### src/hdl/pll_mode_pkg.sv
// Purpose: Shared constants for the genlock mode controller
// Assumes: 32-bit classic Wishbone register bus, 125 MHz core clock
// Notes: Offsets are byte addresses of aligned words
package pll_mode_pkg;
    localparam logic [7:0] CTRL_OFFSET = 8'h00;
    localparam logic [7:0] STATUS_OFFSET = 8'h04;
    localparam logic [7:0] IRQ_STATUS_OFFSET = 8'h08;
    localparam logic [7:0] IRQ_MASK_OFFSET = 8'h0C;
    localparam logic [7:0] HSYNC_PERIOD_OFFSET = 8'h10;
    // Control fields
    localparam int CTRL_LOCK_BIT = 0;
    localparam int CTRL_SRC_BIT = 1;
    localparam int CTRL_HOLD_BIT = 2;
    localparam int CTRL_ALIGN_BIT = 3;
    localparam int CTRL_HERR_LSB = 4;
    localparam int HERR_W = 2;
    localparam logic [31:0] CTRL_RESET = 32'h0000_0000;
    // Interrupt event bits
    localparam int IRQ_LOSS_BIT = 0;
    localparam int IRQ_REGAIN_BIT = 1;
    localparam int IRQ_LOCKLOST_BIT = 2;
    localparam int IRQ_W = 3;
    // Status fields
    localparam int STAT_MODE_LSB = 0;
    localparam int STAT_REFLOSS_BIT = 2;
    localparam int STAT_LOCKLOSS_BIT = 3;
    // Timing: reference is lost when no sync edge for base window
    localparam int CLK_MHZ = 125;
    localparam int LOSS_BASE_US = 100;
    localparam int LOSS_BASE_CYC = LOSS_BASE_US * CLK_MHZ;
    localparam logic [31:0] PERIOD_RESET = 32'h0000_0000;
    typedef enum logic [1:0] {FREERUN, GENLOCK, HOLDOVER} op_state_t;
endpackage : pll_mode_pkg

### src/hdl/pll_mode_control.sv
// Purpose: Free run, genlock and holdover mode control of the VCXO loop
// Assumes: Analog switch and filter driver sit outside; sync pins async
// Notes: Reference loss is judged from the time between hsync edges
//
// The Wishbone slave port and the placing of the registers were decided locally.
`timescale 1ns/10ps
`default_nettype none
// What this block and its host do
// Lock enable 0 gives free run; VCXO independent of reference.
// Lock enable 1 gives genlock to selected port's horizontal sync.
// Source select 0 takes the mode from the lock mode pin.
// Free run closes switch joining bias input to loop filter output.
// Genlock, hold bit 0: reference loss falls back to free run.
// Genlock, hold bit 1: reference loss enters holdover.
// Returning reference immediately resumes locking attempts.
// Free run mode never tries to lock, reference or not.
// Holdover tri-states loop filter output as loss flag rises.
// Genlock locks to whatever sync arrives, with no qualification.
// Alignment enable re-aligns outputs on every output frame; here it pulses only on reference vsync edges while genlocked.
// Host clears alignment enable right after output initialisation.
// Host programs clocks, frame timing, dividers, lock, then init.
// Host programs frame timing before genlock even if unused.
// Power-on reset returns every control register to default.
// Loss and lock-missing flags follow current operating state.
// Sync error tolerance sets the reference loss threshold.
// After reset the block starts in free run.
// Genlock request is register bit or inverted active-low pin.
module pll_mode_control #(
    parameter int LOSS_CYC = pll_mode_pkg::LOSS_BASE_CYC
) (
    input wire logic core_clk,
    input wire logic nrst,
    input wire logic wb_cyc_i,
    input wire logic wb_stb_i,
    input wire logic wb_we_i,
    input wire logic [7:0] wb_adr_i,
    input wire logic [3:0] wb_sel_i,
    input wire logic [31:0] wb_dat_i,
    output logic [31:0] wb_dat_o,
    output logic wb_ack_o,
    input wire logic lockModeN,
    input wire logic hsyncIn,
    input wire logic vsyncIn,
    input wire logic pllLocked,
    output logic freerunSwitchClose,
    output logic loopFilterOe,
    output logic pdEnable,
    output logic refLoss,
    output logic lockMissing,
    output logic frameAlignPulse,
    output logic irq
);
    localparam int CW = 32;

    localparam int NPIN = 4;
    logic lockModeReq;
    logic hsyncLevel;
    logic hsyncRise;
    logic vsyncRise;
    logic pllLockedSync;
    logic [NPIN-1:0] pinRaw;
    logic [NPIN-1:0] pinLevel;
    logic [NPIN-1:0] pinRise;

    // The mode pin is inverted ahead of its synchroniser: the request
    // then idles low like the flops after reset, so a reset never
    // shows a false genlock request
    assign pinRaw = {pllLocked, vsyncIn, hsyncIn, ~lockModeN};

    // One synchroniser per asynchronous pin
    for (genvar p = 0; p < NPIN; p++) begin : g_pin
        sync_input u_sync_input (
            .core_clk(core_clk),
            .nrst(nrst),
            .pin(pinRaw[p]),
            .level(pinLevel[p]),
            .rise(pinRise[p])
        );
    end

    // Only the sync edges act as events; mode and lock are levels
    assign lockModeReq = pinLevel[0];
    assign hsyncLevel = pinLevel[1];
    assign hsyncRise = pinRise[1];
    assign vsyncRise = pinRise[2];
    assign pllLockedSync = pinLevel[3];

    // Register state
    logic [31:0] ctrl;
    logic [pll_mode_pkg::IRQ_W-1:0] irqStatus;
    logic [pll_mode_pkg::IRQ_W-1:0] irqMask;
    logic [CW-1:0] hsPeriod;
    logic [31:0] next_ctrl;
    logic [pll_mode_pkg::IRQ_W-1:0] next_irqStatus;
    logic [pll_mode_pkg::IRQ_W-1:0] next_irqMask;
    logic [31:0] next_wb_dat_o;
    logic next_wb_ack_o;

    // Mode and loss state
    pll_mode_pkg::op_state_t opState;
    pll_mode_pkg::op_state_t next_opState;
    logic [CW-1:0] gapCount;
    logic [CW-1:0] next_gapCount;
    logic [CW-1:0] next_hsPeriod;
    logic next_refLoss;
    logic lockMissingPrev;
    logic genlockReq;
    logic [CW-1:0] lossLimit;
    logic [3:0] events;
    logic [31:0] statusWord;
    logic wbReq;

    assign wbReq = wb_cyc_i & wb_stb_i & ~wb_ack_o;

    // Effective mode request from register or pin
    // The pin request is already active high after its synchroniser
    always_comb begin
        if (ctrl[pll_mode_pkg::CTRL_SRC_BIT]) begin
            genlockReq = ctrl[pll_mode_pkg::CTRL_LOCK_BIT];
        end else begin
            genlockReq = lockModeReq;
        end
    end

    // Tolerance widens the loss window by powers of two
    // A wider window rides out sync errors but reports loss later
    always_comb begin
        lossLimit = CW'(LOSS_CYC) << ctrl[pll_mode_pkg::CTRL_HERR_LSB +:
            pll_mode_pkg::HERR_W];
    end

    // Gap counter measures time since last hsync edge
    // It saturates rather than wraps, so a long gap never looks short
    always_comb begin
        next_gapCount = gapCount;
        next_hsPeriod = hsPeriod;
        next_refLoss = refLoss;
        if (hsyncRise) begin
            next_hsPeriod = gapCount;
            next_gapCount = '0;
            next_refLoss = 1'b0;
        end else begin
            if (gapCount != {CW{1'b1}}) begin
                next_gapCount = gapCount + CW'(1);
            end
            if (gapCount >= lossLimit) begin
                next_refLoss = 1'b1;
            end
        end
    end

    // Operating state; loss and return act in the same cycle as the flag
    always_comb begin
        next_opState = opState;
        case (opState)
            pll_mode_pkg::FREERUN: begin
                if (genlockReq && !next_refLoss) begin
                    next_opState = pll_mode_pkg::GENLOCK;
                end
            end
            pll_mode_pkg::GENLOCK: begin
                if (!genlockReq) begin
                    next_opState = pll_mode_pkg::FREERUN;
                end else if (next_refLoss) begin
                    if (ctrl[pll_mode_pkg::CTRL_HOLD_BIT]) begin
                        next_opState = pll_mode_pkg::HOLDOVER;
                    end else begin
                        next_opState = pll_mode_pkg::FREERUN;
                    end
                end
            end
            pll_mode_pkg::HOLDOVER: begin
                if (!genlockReq) begin
                    next_opState = pll_mode_pkg::FREERUN;
                end else if (!next_refLoss) begin
                    next_opState = pll_mode_pkg::GENLOCK;
                end
            end
            default: begin
                next_opState = pll_mode_pkg::FREERUN;
            end
        endcase
    end

    // State, gap counter and loss flag; loss starts set so that a fresh
    // reset never claims a reference before the first sync edge
    always_ff @(posedge core_clk or negedge nrst) begin
        if (!nrst) begin
            opState <= pll_mode_pkg::FREERUN;
            gapCount <= '0;
            hsPeriod <= '0;
            refLoss <= 1'b1;
        end else begin
            opState <= next_opState;
            gapCount <= next_gapCount;
            hsPeriod <= next_hsPeriod;
            refLoss <= next_refLoss;
        end
    end

    // Analog controls decoded straight from state
    always_comb begin
        freerunSwitchClose = (opState == pll_mode_pkg::FREERUN);
        // Holdover floats the filter in the cycle the loss flag rises
        loopFilterOe = (opState == pll_mode_pkg::GENLOCK);
        pdEnable = (opState == pll_mode_pkg::GENLOCK);
        // Lock missing unless genlocked and the loop reports lock
        lockMissing = ~((opState == pll_mode_pkg::GENLOCK)
            & pllLockedSync);
    end

    // Re-align on each reference frame while enabled and genlocked, not just once
    assign frameAlignPulse = ctrl[pll_mode_pkg::CTRL_ALIGN_BIT]
        & vsyncRise & hsyncLevel & (opState == pll_mode_pkg::GENLOCK);

    // Events: loss, regain, loss of lock
    always_comb begin
        events = 4'h0;
        events[pll_mode_pkg::IRQ_LOSS_BIT] = next_refLoss & ~refLoss;
        events[pll_mode_pkg::IRQ_REGAIN_BIT] = refLoss & ~next_refLoss;
        events[pll_mode_pkg::IRQ_LOCKLOST_BIT] = lockMissing
            & ~lockMissingPrev;
    end

    // Status word as software reads it
    always_comb begin
        statusWord = 32'h0000_0000;
        statusWord[pll_mode_pkg::STAT_MODE_LSB +: 2] = opState;
        statusWord[pll_mode_pkg::STAT_REFLOSS_BIT] = refLoss;
        statusWord[pll_mode_pkg::STAT_LOCKLOSS_BIT] = lockMissing;
    end

    // Bus slave: one-cycle ack, unmapped reads zero, writes ignored
    always_comb begin
        next_ctrl = ctrl;
        next_irqMask = irqMask;
        next_irqStatus = irqStatus;
        next_wb_ack_o = wbReq;
        next_wb_dat_o = 32'h0000_0000;
        if (wbReq && wb_we_i) begin
            case (wb_adr_i)
                pll_mode_pkg::CTRL_OFFSET: begin
                    for (int b = 0; b < 4; b++) begin
                        if (wb_sel_i[b]) begin
                            next_ctrl[8*b +: 8] = wb_dat_i[8*b +: 8];
                        end
                    end
                end
                pll_mode_pkg::IRQ_STATUS_OFFSET: begin
                    if (wb_sel_i[0]) begin
                        next_irqStatus = irqStatus
                            & ~wb_dat_i[pll_mode_pkg::IRQ_W-1:0];
                    end
                end
                pll_mode_pkg::IRQ_MASK_OFFSET: begin
                    if (wb_sel_i[0]) begin
                        next_irqMask = wb_dat_i[pll_mode_pkg::IRQ_W-1:0];
                    end
                end
                default: begin
                end
            endcase
        end else if (wbReq) begin
            case (wb_adr_i)
                pll_mode_pkg::CTRL_OFFSET: next_wb_dat_o = ctrl;
                pll_mode_pkg::STATUS_OFFSET: next_wb_dat_o = statusWord;
                pll_mode_pkg::IRQ_STATUS_OFFSET: begin
                    next_wb_dat_o = {29'h0, irqStatus};
                end
                pll_mode_pkg::IRQ_MASK_OFFSET: begin
                    next_wb_dat_o = {29'h0, irqMask};
                end
                pll_mode_pkg::HSYNC_PERIOD_OFFSET: next_wb_dat_o = hsPeriod;
                default: next_wb_dat_o = 32'h0000_0000;
            endcase
        end
        // Set wins over a same-cycle clear
        next_irqStatus = next_irqStatus | events[pll_mode_pkg::IRQ_W-1:0];
    end

    // Bus and interrupt registers; ack is registered, so every access
    // answers exactly one cycle after it is taken
    always_ff @(posedge core_clk or negedge nrst) begin
        if (!nrst) begin
            ctrl <= pll_mode_pkg::CTRL_RESET;
            irqStatus <= '0;
            irqMask <= '0;
            wb_ack_o <= 1'b0;
            wb_dat_o <= 32'h0000_0000;
            lockMissingPrev <= 1'b1;
        end else begin
            ctrl <= next_ctrl;
            irqStatus <= next_irqStatus;
            irqMask <= next_irqMask;
            wb_ack_o <= next_wb_ack_o;
            wb_dat_o <= next_wb_dat_o;
            lockMissingPrev <= lockMissing;
        end
    end

    // Level interrupt: any set status bit that is unmasked
    assign irq = |(irqStatus & irqMask);
endmodule : pll_mode_control
`default_nettype wire

### src/hdl/sync_input.sv
// Purpose: Three-flop synchroniser with agreement filter for a pin input
// Assumes: Input is asynchronous to core_clk
// Notes: Output changes once the second and third stages agree
`timescale 1ns/10ps
`default_nettype none
module sync_input (
    input wire logic core_clk,
    input wire logic nrst,
    input wire logic pin,
    output logic level,
    output logic rise
);
    logic [2:0] stage;
    logic [2:0] next_stage;
    logic next_level;

    // Shift chain; stage[0] feeds only stage[1]
    always_comb begin
        next_stage = {stage[1:0], pin};
        next_level = (stage[1] == stage[2]) ? stage[2] : level;
    end

    always_ff @(posedge core_clk or negedge nrst) begin
        if (!nrst) begin
            stage <= 3'h0;
            level <= 1'b0;
        end else begin
            stage <= next_stage;
            level <= next_level;
        end
    end

    assign rise = next_level & ~level;
endmodule : sync_input
`default_nettype wire

### config.mk
export PLATFORM = sky130hd
export DESIGN_NAME = pll_mode_control
export DESIGN_NICKNAME = d
export VERILOG_FILES = /design/src/hdl/pll_mode_pkg.sv /design/src/hdl/pll_mode_control.sv /design/src/hdl/sync_input.sv
export SDC_FILE = /design/constraint.sdc
export NUM_CORES = 1
export LEC_CHECK = 0
export BUFFER_PORTS_ARGS = -buffer_cell sky130_fd_sc_hd__buf_2
export CAP_MARGIN = 25
export CELL_PAD_IN_SITES_DETAIL_PLACEMENT = 1
export CELL_PAD_IN_SITES_GLOBAL_PLACEMENT = 1
export CORE_ASPECT_RATIO = 2
export CORE_MARGIN = 3
export CORE_UTILIZATION = 50
export CTS_CLUSTER_SIZE = 16
export DETAILED_ROUTE_END_ITERATION = 7
export GPL_ROUTABILITY_DRIVEN = 0
export PLACE_DENSITY = 0.84
export SYNTH_ARGS = -nofsm -noshare
export SYNTH_HDL_FRONTEND = slang
export SYNTH_HIERARCHICAL = 1
export SYNTH_SLANG_ARGS = --single-unit
### constraint.sdc
create_clock -name core_clk -period 7 [get_ports core_clk]
set_input_delay 0.7 -clock core_clk [delete_from_list [all_inputs] [get_ports core_clk]]
set_output_delay 0.7 -clock core_clk [all_outputs]
set_load 0.03 [all_outputs]
==> out/metrics.cfg, run 1 <==
[routing]
dr_total_vias=5237
vias_per_cell=6.28
first_iter_violations=287
ant_nets=0
wl_per_cell_um=22.9
wl_mm=19.1
dr.pass1.iters=4
drc=0

[placement]
pre_cts_slack_ns=4.01
hpwl_mm=12.7
port-buffer-count=92

[logic_synthesis]
syn_nets=651
syn_inst=579
syn_avg_cell_area_um2=12.0
synth.yosys.warnings=6
synth_area_um2=6960

[cts]
cts.sinks=155
path_clk_slew_ns=0.07
cts_tree=yes
clock_latency_ns=0.42
ctsResizeCount=0
htreeDepth=4
cts_setup_buffers=0
numCtsBuffers=17
ctsHoldBuffers=0
cts_buffer_depth=2
cts_root_buf=clkbuf_16

[setup_path]
regToRegStartpoint=ctrl[5]
cp_max_fo=7
cp-end-kind=register
reg2regPathDepth=9
cp-start-kind=register
r2r_end=opState[1]
arrival_ns=3.04
worstPathRequired_ns=7.34
critPathKind=register to register
r2r_slack_ns=4.30

[layout]
final_nets=738
layout-drive-gt1-share=0.330
area_growth_pct=16.5
fillers=1420
n_antenna_cell=0

[timing]
timing.fmax_mhz=370
period_needed_ns=2.70
finalHoldViolCount=0
clock_skew_ns=0.00888
grt_setup_unrepaired=no
setup_viol=0
slew_viol_final=0
max-slew-margin-rel=0.421
layout_setup_ws_ns=4.30
tightest_slew_ns=0.869
min_period_over_period=0.386
finalSetupTns_ns=0

[die]
die_h_um=173
start_util=0.515
io_pins=93
die_w_um=89.5
rows=60
core_area_um2=13500
die_area_um2=15500

[grt]
grt_pass1_wl_mm=30.4
track_usage=0.259
grt_overflow=0
grt_pass1_vias=5813
antenna_found_initial=0
grt_max_degree=94

[worst_hold_path]
hold_path.class=primary input to asynchronous set/reset pin

[power_and_ir_drop]
p_leak_nw=3.89
max-vdd-ir-drop_mv=0.160
power.total_mw=2.02
power.density_nw_per_um2=248

[job]
maxCapViolCount=0

[outcome]
status=complete, no violations

[metrics by stage]
| step | util | cells | cell area [um^2] | hold WS, ns |
|---|---|---|---|---|
| after CTS | 0.600 | 833 | 8100 | 0.352 |
| final | 0.600 | 834 | 8110 | 0.324 |
| after global placement | 0.555 | 800 | 7500 | 0.337 |
| after floorplan | - | 579 | 6960 | 0.331 |
| after detailed placement | 0.556 | 801 | 7520 | 0.338 |
| after global routing | 0.600 | 834 | 8110 | 0.365 |
[layout by cell type (no fill, tap or decap), types with 6 or more instances in the layout]
| cell | count |
|---|---|
| o31ai_1 | 12 |
| or4_1 | 11 |
| nand2_1 | 24 |
| a21oi_1 | 28 |
| o21ai_1 | 8 |
| dfrtp_1 | 153 |
| ha_1 | 19 |
| inv_1 | 13 |
| and3_1 | 6 |
| nor2_1 | 50 |
| nor4_1 | 6 |
| nor2b_1 | 8 |
| or3_1 | 14 |
| a22oi_1 | 29 |
| nand3_1 | 12 |
| clkbuf_16 | 17 |
| nand4_1 | 11 |
| buf_2 | 91 |
| mux2_2 | 73 |
[flip-flops by register name, indices dropped and copies added, names as in the netlist, 2 cells and up]
register                  flops
hsPeriod                     32
gapCount                     32
ctrl                         32
opState                       2
wb_dat_o                     32
g_pin.u_sync_input/level      4
irqStatus                     3
irqMask                       3
g_pin.u_sync_input/stage     12
[metal layers]
| metal | vias to the layer above | GRT usage | wire, um | part of all wire |
|---|---|---|---|---|
| met4 | 0 | 0.106 | 569 | 0.030 |
| li1 | 2317 | - | - | - |
| met3 | 44 | 0.0472 | 701 | 0.037 |
| met1 | 2697 | 0.281 | 6870 | 0.36 |
| met5 | - | 0 | 0 | 0 |
| met2 | 179 | 0.473 | 10900 | 0.57 |
[power by group]
part | internal [mW] | switching, mW
sequential | 0.930 | 0.0408
combinational | 0.0557 | 0.0773
clock | 0.518 | 0.394
[critical path, cell delays in order (launching register included)]
cell and delay, ns:
dfrtp_1 0.48, inv_1 0.16, ha_1 0.30, inv_1 0.07
ha_1 0.29, and4b_1 0.21, o311ai_0 0.16, a2111oi_0 0.49
o2bb2ai_1 0.24, nor3b_1 0.22
[worst max path at each step]
stage | from | end | cells past startpoint
after global routing | ctrl[5] | opState[1] | 9
after floorplan | ctrl[5] | opState[1] | 9
after global placement | wb_adr_i[1] | ctrl[28] | 7
after detailed placement | wb_adr_i[1] | ctrl[29] | 7
after CTS | gapCount[24] | gapCount[4] | 5
final | ctrl[5] | opState[1] | 9
[layout make-up]
type / instances / area, um^2 / share of cell area
multi-input cells: 380 / 2880 / 0.355
flip-flops and latches: 155 / 3880 / 0.478
clock buffers: 19 / 453 / 0.0558
well taps: 155 / 194 / 0.0239
clock inverters: 13 / 133 / 0.0163
inverters: 13 / 48.8 / 0.00601
repair buffers: 99 / 527 / 0.0649
No activity file was read; power rests on OpenSTA's default activity.
==> run 2: changes to the inputs <==
Settings changed: CORE_UTILIZATION 50 to 42, PLACE_DENSITY 0.84 to 0.75.
Clock period 7 ns to 2.4 ns, I/O delays scaled along.
==> out/metrics.cfg, run 2 (synthesized netlist as in run 1, its figures left out) <==
[power_and_ir_drop]
power.density_nw_per_um2=703  ; +180%
max-vdd-ir-drop_mv=0.377  ; +140%
p_leak_nw=4.07  ; +4.5%
power.total_mw=5.95  ; +200%

[cts]
cts_tree=yes
clock_latency_ns=0.42  ; about the same
htreeDepth=4  ; unchanged
cts.sinks=155  ; unchanged
numCtsBuffers=17  ; unchanged
cts_root_buf=clkbuf_16
path_clk_slew_ns=0.06  ; about the same
cts_buffer_depth=2  ; unchanged

[grt]
grt_pass1_wl_mm=29.8  ; -2.1%
track_usage=0.209  ; -0.0501
antenna_found_initial=0  ; unchanged
grt_pass1_vias=5798  ; -0.26%
grt_max_degree=56  ; -40%
grt_overflow=0  ; unchanged

[routing]
dr.pass1.iters=4  ; unchanged
wl_mm=18.4  ; -3.6%
dr_total_vias=5173  ; -1.2%
wl_per_cell_um=20.1  ; -12%
first_iter_violations=204  ; -29%
ant_nets=0  ; unchanged
drc=0  ; unchanged
vias_per_cell=5.65  ; -10%

[die]
die_w_um=97.1  ; +8.5%
rows=66  ; +10%
start_util=0.428  ; -0.0873
core_area_um2=16300  ; +20%
die_area_um2=18300  ; +18%
die_h_um=188  ; +8.8%
io_pins=93  ; unchanged

[setup_path]
arrival_ns=2.68  ; -0.36 ns
worstPathRequired_ns=2.74  ; -4.60 ns
cp-start-kind=register
cp-end-kind=register
regToRegStartpoint=ctrl[4]
critPathKind=register to register
crit_start=ctrl[4]
cp_max_fo=4  ; -3

[placement]
port-buffer-count=92  ; unchanged
place_inst=875  ; +9.2%
hpwl_mm=13.0  ; +2.2%

[layout]
layout_common_cells=153 x dfrtp_1, 91 x buf_2, 73 x mux2_2
final_nets=770  ; +4.3%
area_growth_pct=21.4
ff_latch_area_um2=3880  ; unchanged
multi_input_area_um2=2890  ; +0.39%
fin_util=0.520  ; -0.0805
layout-drive-gt1-share=0.354  ; +0.0245
fin_cells=915  ; +9.7%
n_antenna_cell=0  ; unchanged
final_common_cell=dfrtp_1
fillers=1715  ; +21%

[timing]
max-slew-margin-rel=0.637  ; +0.216
grt_setup_unrepaired=yes
min_period_over_period=0.972  ; +0.586
period_needed_ns=2.33  ; -0.369 ns
finalHoldViolCount=0  ; unchanged
clock_skew_ns=0.00796  ; -0.000926 ns
slew_viol_final=0  ; unchanged
tightest_slew_ns=0.544  ; -0.325 ns
hold_slack_ns=0.0433  ; -0.281 ns
setup_viol=0  ; unchanged
timing.fmax_mhz=429  ; +16%

[worst_hold_path]
hold_start=wb_dat_i[25]
hold_path.class=primary input to register

[outcome]
status=complete, no violations

[job]
maxCapViolCount=0  ; unchanged

[run 2: per-layer routing]
metal / GRT usage / vias to the layer above / share of wire
met5: 0 / - / 0
met4: 0.101 / 0 / 0.030
met3: 0.0432 / 33 / 0.034
met2: 0.395 / 121 / 0.58
met1: 0.215 / 2649 / 0.36
li1: - / 2370 / -
[run 2: critical path, cell delays in order (launching register included)]
cell and delay (ns):
dfrtp_1 0.42, inv_2 0.06, ha_1 0.28, inv_1 0.05
ha_1 0.26, and4b_1 0.21, o311ai_1 0.13, a2111oi_1 0.42
o2bb2ai_1 0.22, nor3b_2 0.21
[run 2: final timing paths]
path	endpoint	slack [ns]	depth (start not counted)
hold / removal	ctrl[25]	0.04	2
max in group asynchronous	lockMissingPrev	1.33	3
setup reg to reg	opState[1]	0.07	9
setup / recovery	opState[1]	0.07	9
min in group asynchronous	g_pin[3].u_sync_input/stage[1]	0.33	2
hold reg to reg	g_pin[3].u_sync_input/stage[1]	0.35	0
[run 2: cell type report]
type / instances / area share
Sequential cell: 155 / 0.459
Multi-Input combinational cell: 380 / 0.341
Timing Repair Buffer: 131 / 0.0928
Clock buffer: 23 / 0.0577
Tap cell: 204 / 0.0302
Clock inverter: 9 / 0.0132
Inverter: 13 / 0.00577
[run 2: where the power goes]
group	leakage (nW)	total, mW	switching, mW	internal, mW
registers	2.09	2.82	0.110	2.71
clock network	0.290	2.71	1.06	1.65
logic	1.69	0.419	0.236	0.183
total	4.07	5.95	1.41	4.54
[run 2: stage by stage]
| stage | instance area, um^2 | setup slack (ns) | TNS, ns |
|---|---|---|---|
| 3_3_place_gp | 7770 | 0.0767 | 0 |
| 5_1_grt | 8460 | -0.0231 | -0.0414 |
| 2_1_floorplan | 6960 | 0.180 | 0 |
| 4_1_cts | 8430 | 0.00609 | 0 |
| 6_report | 8460 | 0.0668 | 0 |
| 3_5_place_dp | 7770 | -0.0483 | -0.0483 |
[run 2: repair_timing]
item                                    4_1_cts  5_1_grt
setup buffers                                 1        2
endpoints found under the setup margin        1        3
pin swaps                                     1        3
endpoints found under the hold margin        49        0
hold buffers                                  5        0
gates resized for setup                       0        5
==> run 3: changes to the inputs <==
Settings changed: CORE_UTILIZATION 42 to 43, CTS_BUF_LIST set to sky130_fd_sc_hd__clkbuf_8, PLACE_DENSITY 0.75 to 0.77.
==> out/metrics.cfg, run 3 (synthesized netlist as in run 1, its figures left out) <==
[die]
die_w_um=96.0  ; -1.1%
die_area_um2=17900  ; -2.2%
rows=65  ; -1.5%
io_pins=93  ; unchanged
core_area_um2=15900  ; -2.5%
die_h_um=186  ; -1.1%
start_util=0.439  ; +0.0110

[setup_path]
critPathKind=register to register
cp-start-kind=register
arrival_ns=2.68  ; about the same
cpMaxStageDelayCell=dfrtp_1
cpMostUsedCell=inv_2
cp-end-kind=register
crit_chain=inv_2 -> ha_4 -> inv_2 -> ha_1 -> and4b_2 -> o311ai_4 -> a2111oi_2 -> o2bb2ai_1 -> buf_4 -> a211oi_1
cpPeakStageDelay_ns=0.42  ; about the same
worstPathRequired_ns=2.74  ; about the same
cp_max_fo=4  ; unchanged

[layout]
final_common_cell=dfrtp_1
layout_common_cells=151 x dfrtp_1, 91 x buf_2, 73 x mux2_2
layout-drive-gt1-share=0.357  ; +0.00242
fin_util=0.535  ; +0.0151
n_antenna_cell=0  ; unchanged
final_nets=782  ; +1.6%
area_growth_pct=21.8

[timing]
timing.fmax_mhz=427  ; -0.45%
period_needed_ns=2.34  ; +0.0106 ns
tightest_slew_ns=0.634  ; +0.0905 ns
setup_viol=0  ; unchanged
layout_setup_ws_ns=0.0562  ; -0.0106 ns
slew_viol_final=0  ; unchanged
max-slew-margin-rel=0.577  ; -0.0596
finalHoldViolCount=0  ; unchanged
min_period_over_period=0.977  ; +0.00442
clock_skew_ns=0.0130  ; +0.00504 ns

[power_and_ir_drop]
combinationalPowerShare=0.083  ; +0.013
max-vdd-ir-drop_mv=0.394  ; +4.4%
power.density_nw_per_um2=625  ; -11%
pwr-share-clk=0.386  ; -0.069
p_leak_nw=4.05  ; -0.51%
power_frac_seq=0.531  ; +0.057
internal_power_mw=3.98  ; -12%
netSwitchingFraction=0.249  ; +0.0120
switching_power_mw=1.32  ; -6.4%

[routing]
first_iter_violations=205  ; +0.49%
wl_mm=18.6  ; +1.3%
vias_per_cell=5.69  ; +0.58%
dr_total_vias=5254  ; +1.6%
drc=0  ; unchanged
wl_per_cell_um=20.2  ; +0.34%
dr.pass1.iters=4  ; unchanged
ant_nets=0  ; unchanged

[grt]
grt_max_degree=68  ; +21%
track_usage=0.214  ; +0.00481
grt_pass1_vias=5747  ; -0.88%
grt_pass1_wl_mm=28.8  ; -3.3%
antenna_found_initial=0  ; unchanged
grt_overflow=0  ; unchanged

[placement]
pre_cts_slack_ns=-0.0500  ; -0.00167 ns
port-buffer-count=92  ; unchanged
hpwl_mm=12.9  ; -0.33%

[cts]
path_clk_slew_ns=0.09  ; +0.03 ns
clock_latency_ns=0.46  ; +0.04 ns
cts_buffer_depth=2  ; unchanged
numCtsBuffers=17  ; unchanged
htreeDepth=4  ; unchanged
cts_root_buf=clkbuf_8
cts.sinks=155  ; unchanged
cts_tree=yes

[job]
maxCapViolCount=0  ; unchanged

[outcome]
status=complete, no violations

[worst_hold_path]
hold_path.class=primary input to register

[run 3: cell types whose count changed in the layout (fill, tap and decap cells not counted), sizes merged]
cell,delta
dlygate4sd3,+15
clkbuf,-4
buf,-3
inv,+3
bufinv,+1
clkinv,-1
clkinvlp,+1
[run 3: layout make-up]
cell class / count / area [um^2]
clock buffers: 19 / 262
clock inverters: 13 / 151
fillers: 1725 / 7380
inverters: 13 / 48.8
multi-input cells: 380 / 2950
flip-flops and latches: 155 / 3880
well taps: 201 / 251
repair buffers: 143 / 937
[run 3: metrics by stage]
stage / hold WS [ns] / TNS [ns] / area [um^2] / power [mW] / std cells
after floorplan: -0.0556 / 0 / 6960 / 3.06 / 579
after global placement: 0.280 / 0 / 7750 / 3.25 / 866
after detailed placement: 0.289 / -0.0500 / 7750 / 3.28 / 866
after CTS: 0.000455 / 0 / 8360 / 5.35 / 918
after global routing: 0.0106 / -0.0286 / 8480 / 5.54 / 924
final: 0.0213 / 0 / 8480 / 5.30 / 924
[run 3: power groups by stage]
stage,sequential (mW),combinational [mW],clock (mW)
finish,2.82,0.440,2.04
global route,2.83,0.495,2.21
CTS,2.81,0.445,2.10
detailed placement,2.86,0.415,0
global placement,2.86,0.396,0
floorplan,2.83,0.230,0
[run 3: critical path: cells and delay by family, from the launching register on]
family          cells  cell delay (ns)
compound gates      4             0.70
fa+ha+maj           2             0.55
flops               1             0.42
simple gates        1             0.29
buf+inv             3             0.25
[run 3: path summary, 6_finish.rpt]
| kind | from | to | slack (ns) | cells after the start |
|---|---|---|---|---|
| worst max register to register | ctrl[5] | opState[0] | 0.06 | 10 |
| max in group asynchronous | nrst | hsPeriod[11] | 1.35 | 3 |
| min in group asynchronous | nrst | g_pin[0].u_sync_input/level | 0.34 | 2 |
| worst min-delay path | wb_dat_i[27] | ctrl[27] | 0.02 | 2 |
| worst max-delay path | ctrl[5] | opState[0] | 0.06 | 10 |
| worst min register to register | g_pin[1].u_sync_input/stage[0] | g_pin[1].u_sync_input/stage[1] | 0.36 | 0 |
[run 3: what timing repair did]
| action | 4_1_cts | 5_1_grt |
|---|---|---|
| resized for setup | 1 | 16 |
| buffers inserted | 0 | 6 |
| pin swaps | 1 | 5 |
| endpoints found under the hold margin | 81 | 0 |
| setup endpoints to repair | 1 | 4 |
| hold buffers | 20 | 0 |
[run 3: routing by layer]
metal	part of all wire	track usage	vias to the layer above
met2	0.59	0.399	112
met1	0.35	0.222	2703
li1	-	-	2401
met5	0	0	-
met4	0.033	0.107	0
met3	0.027	0.0344	38
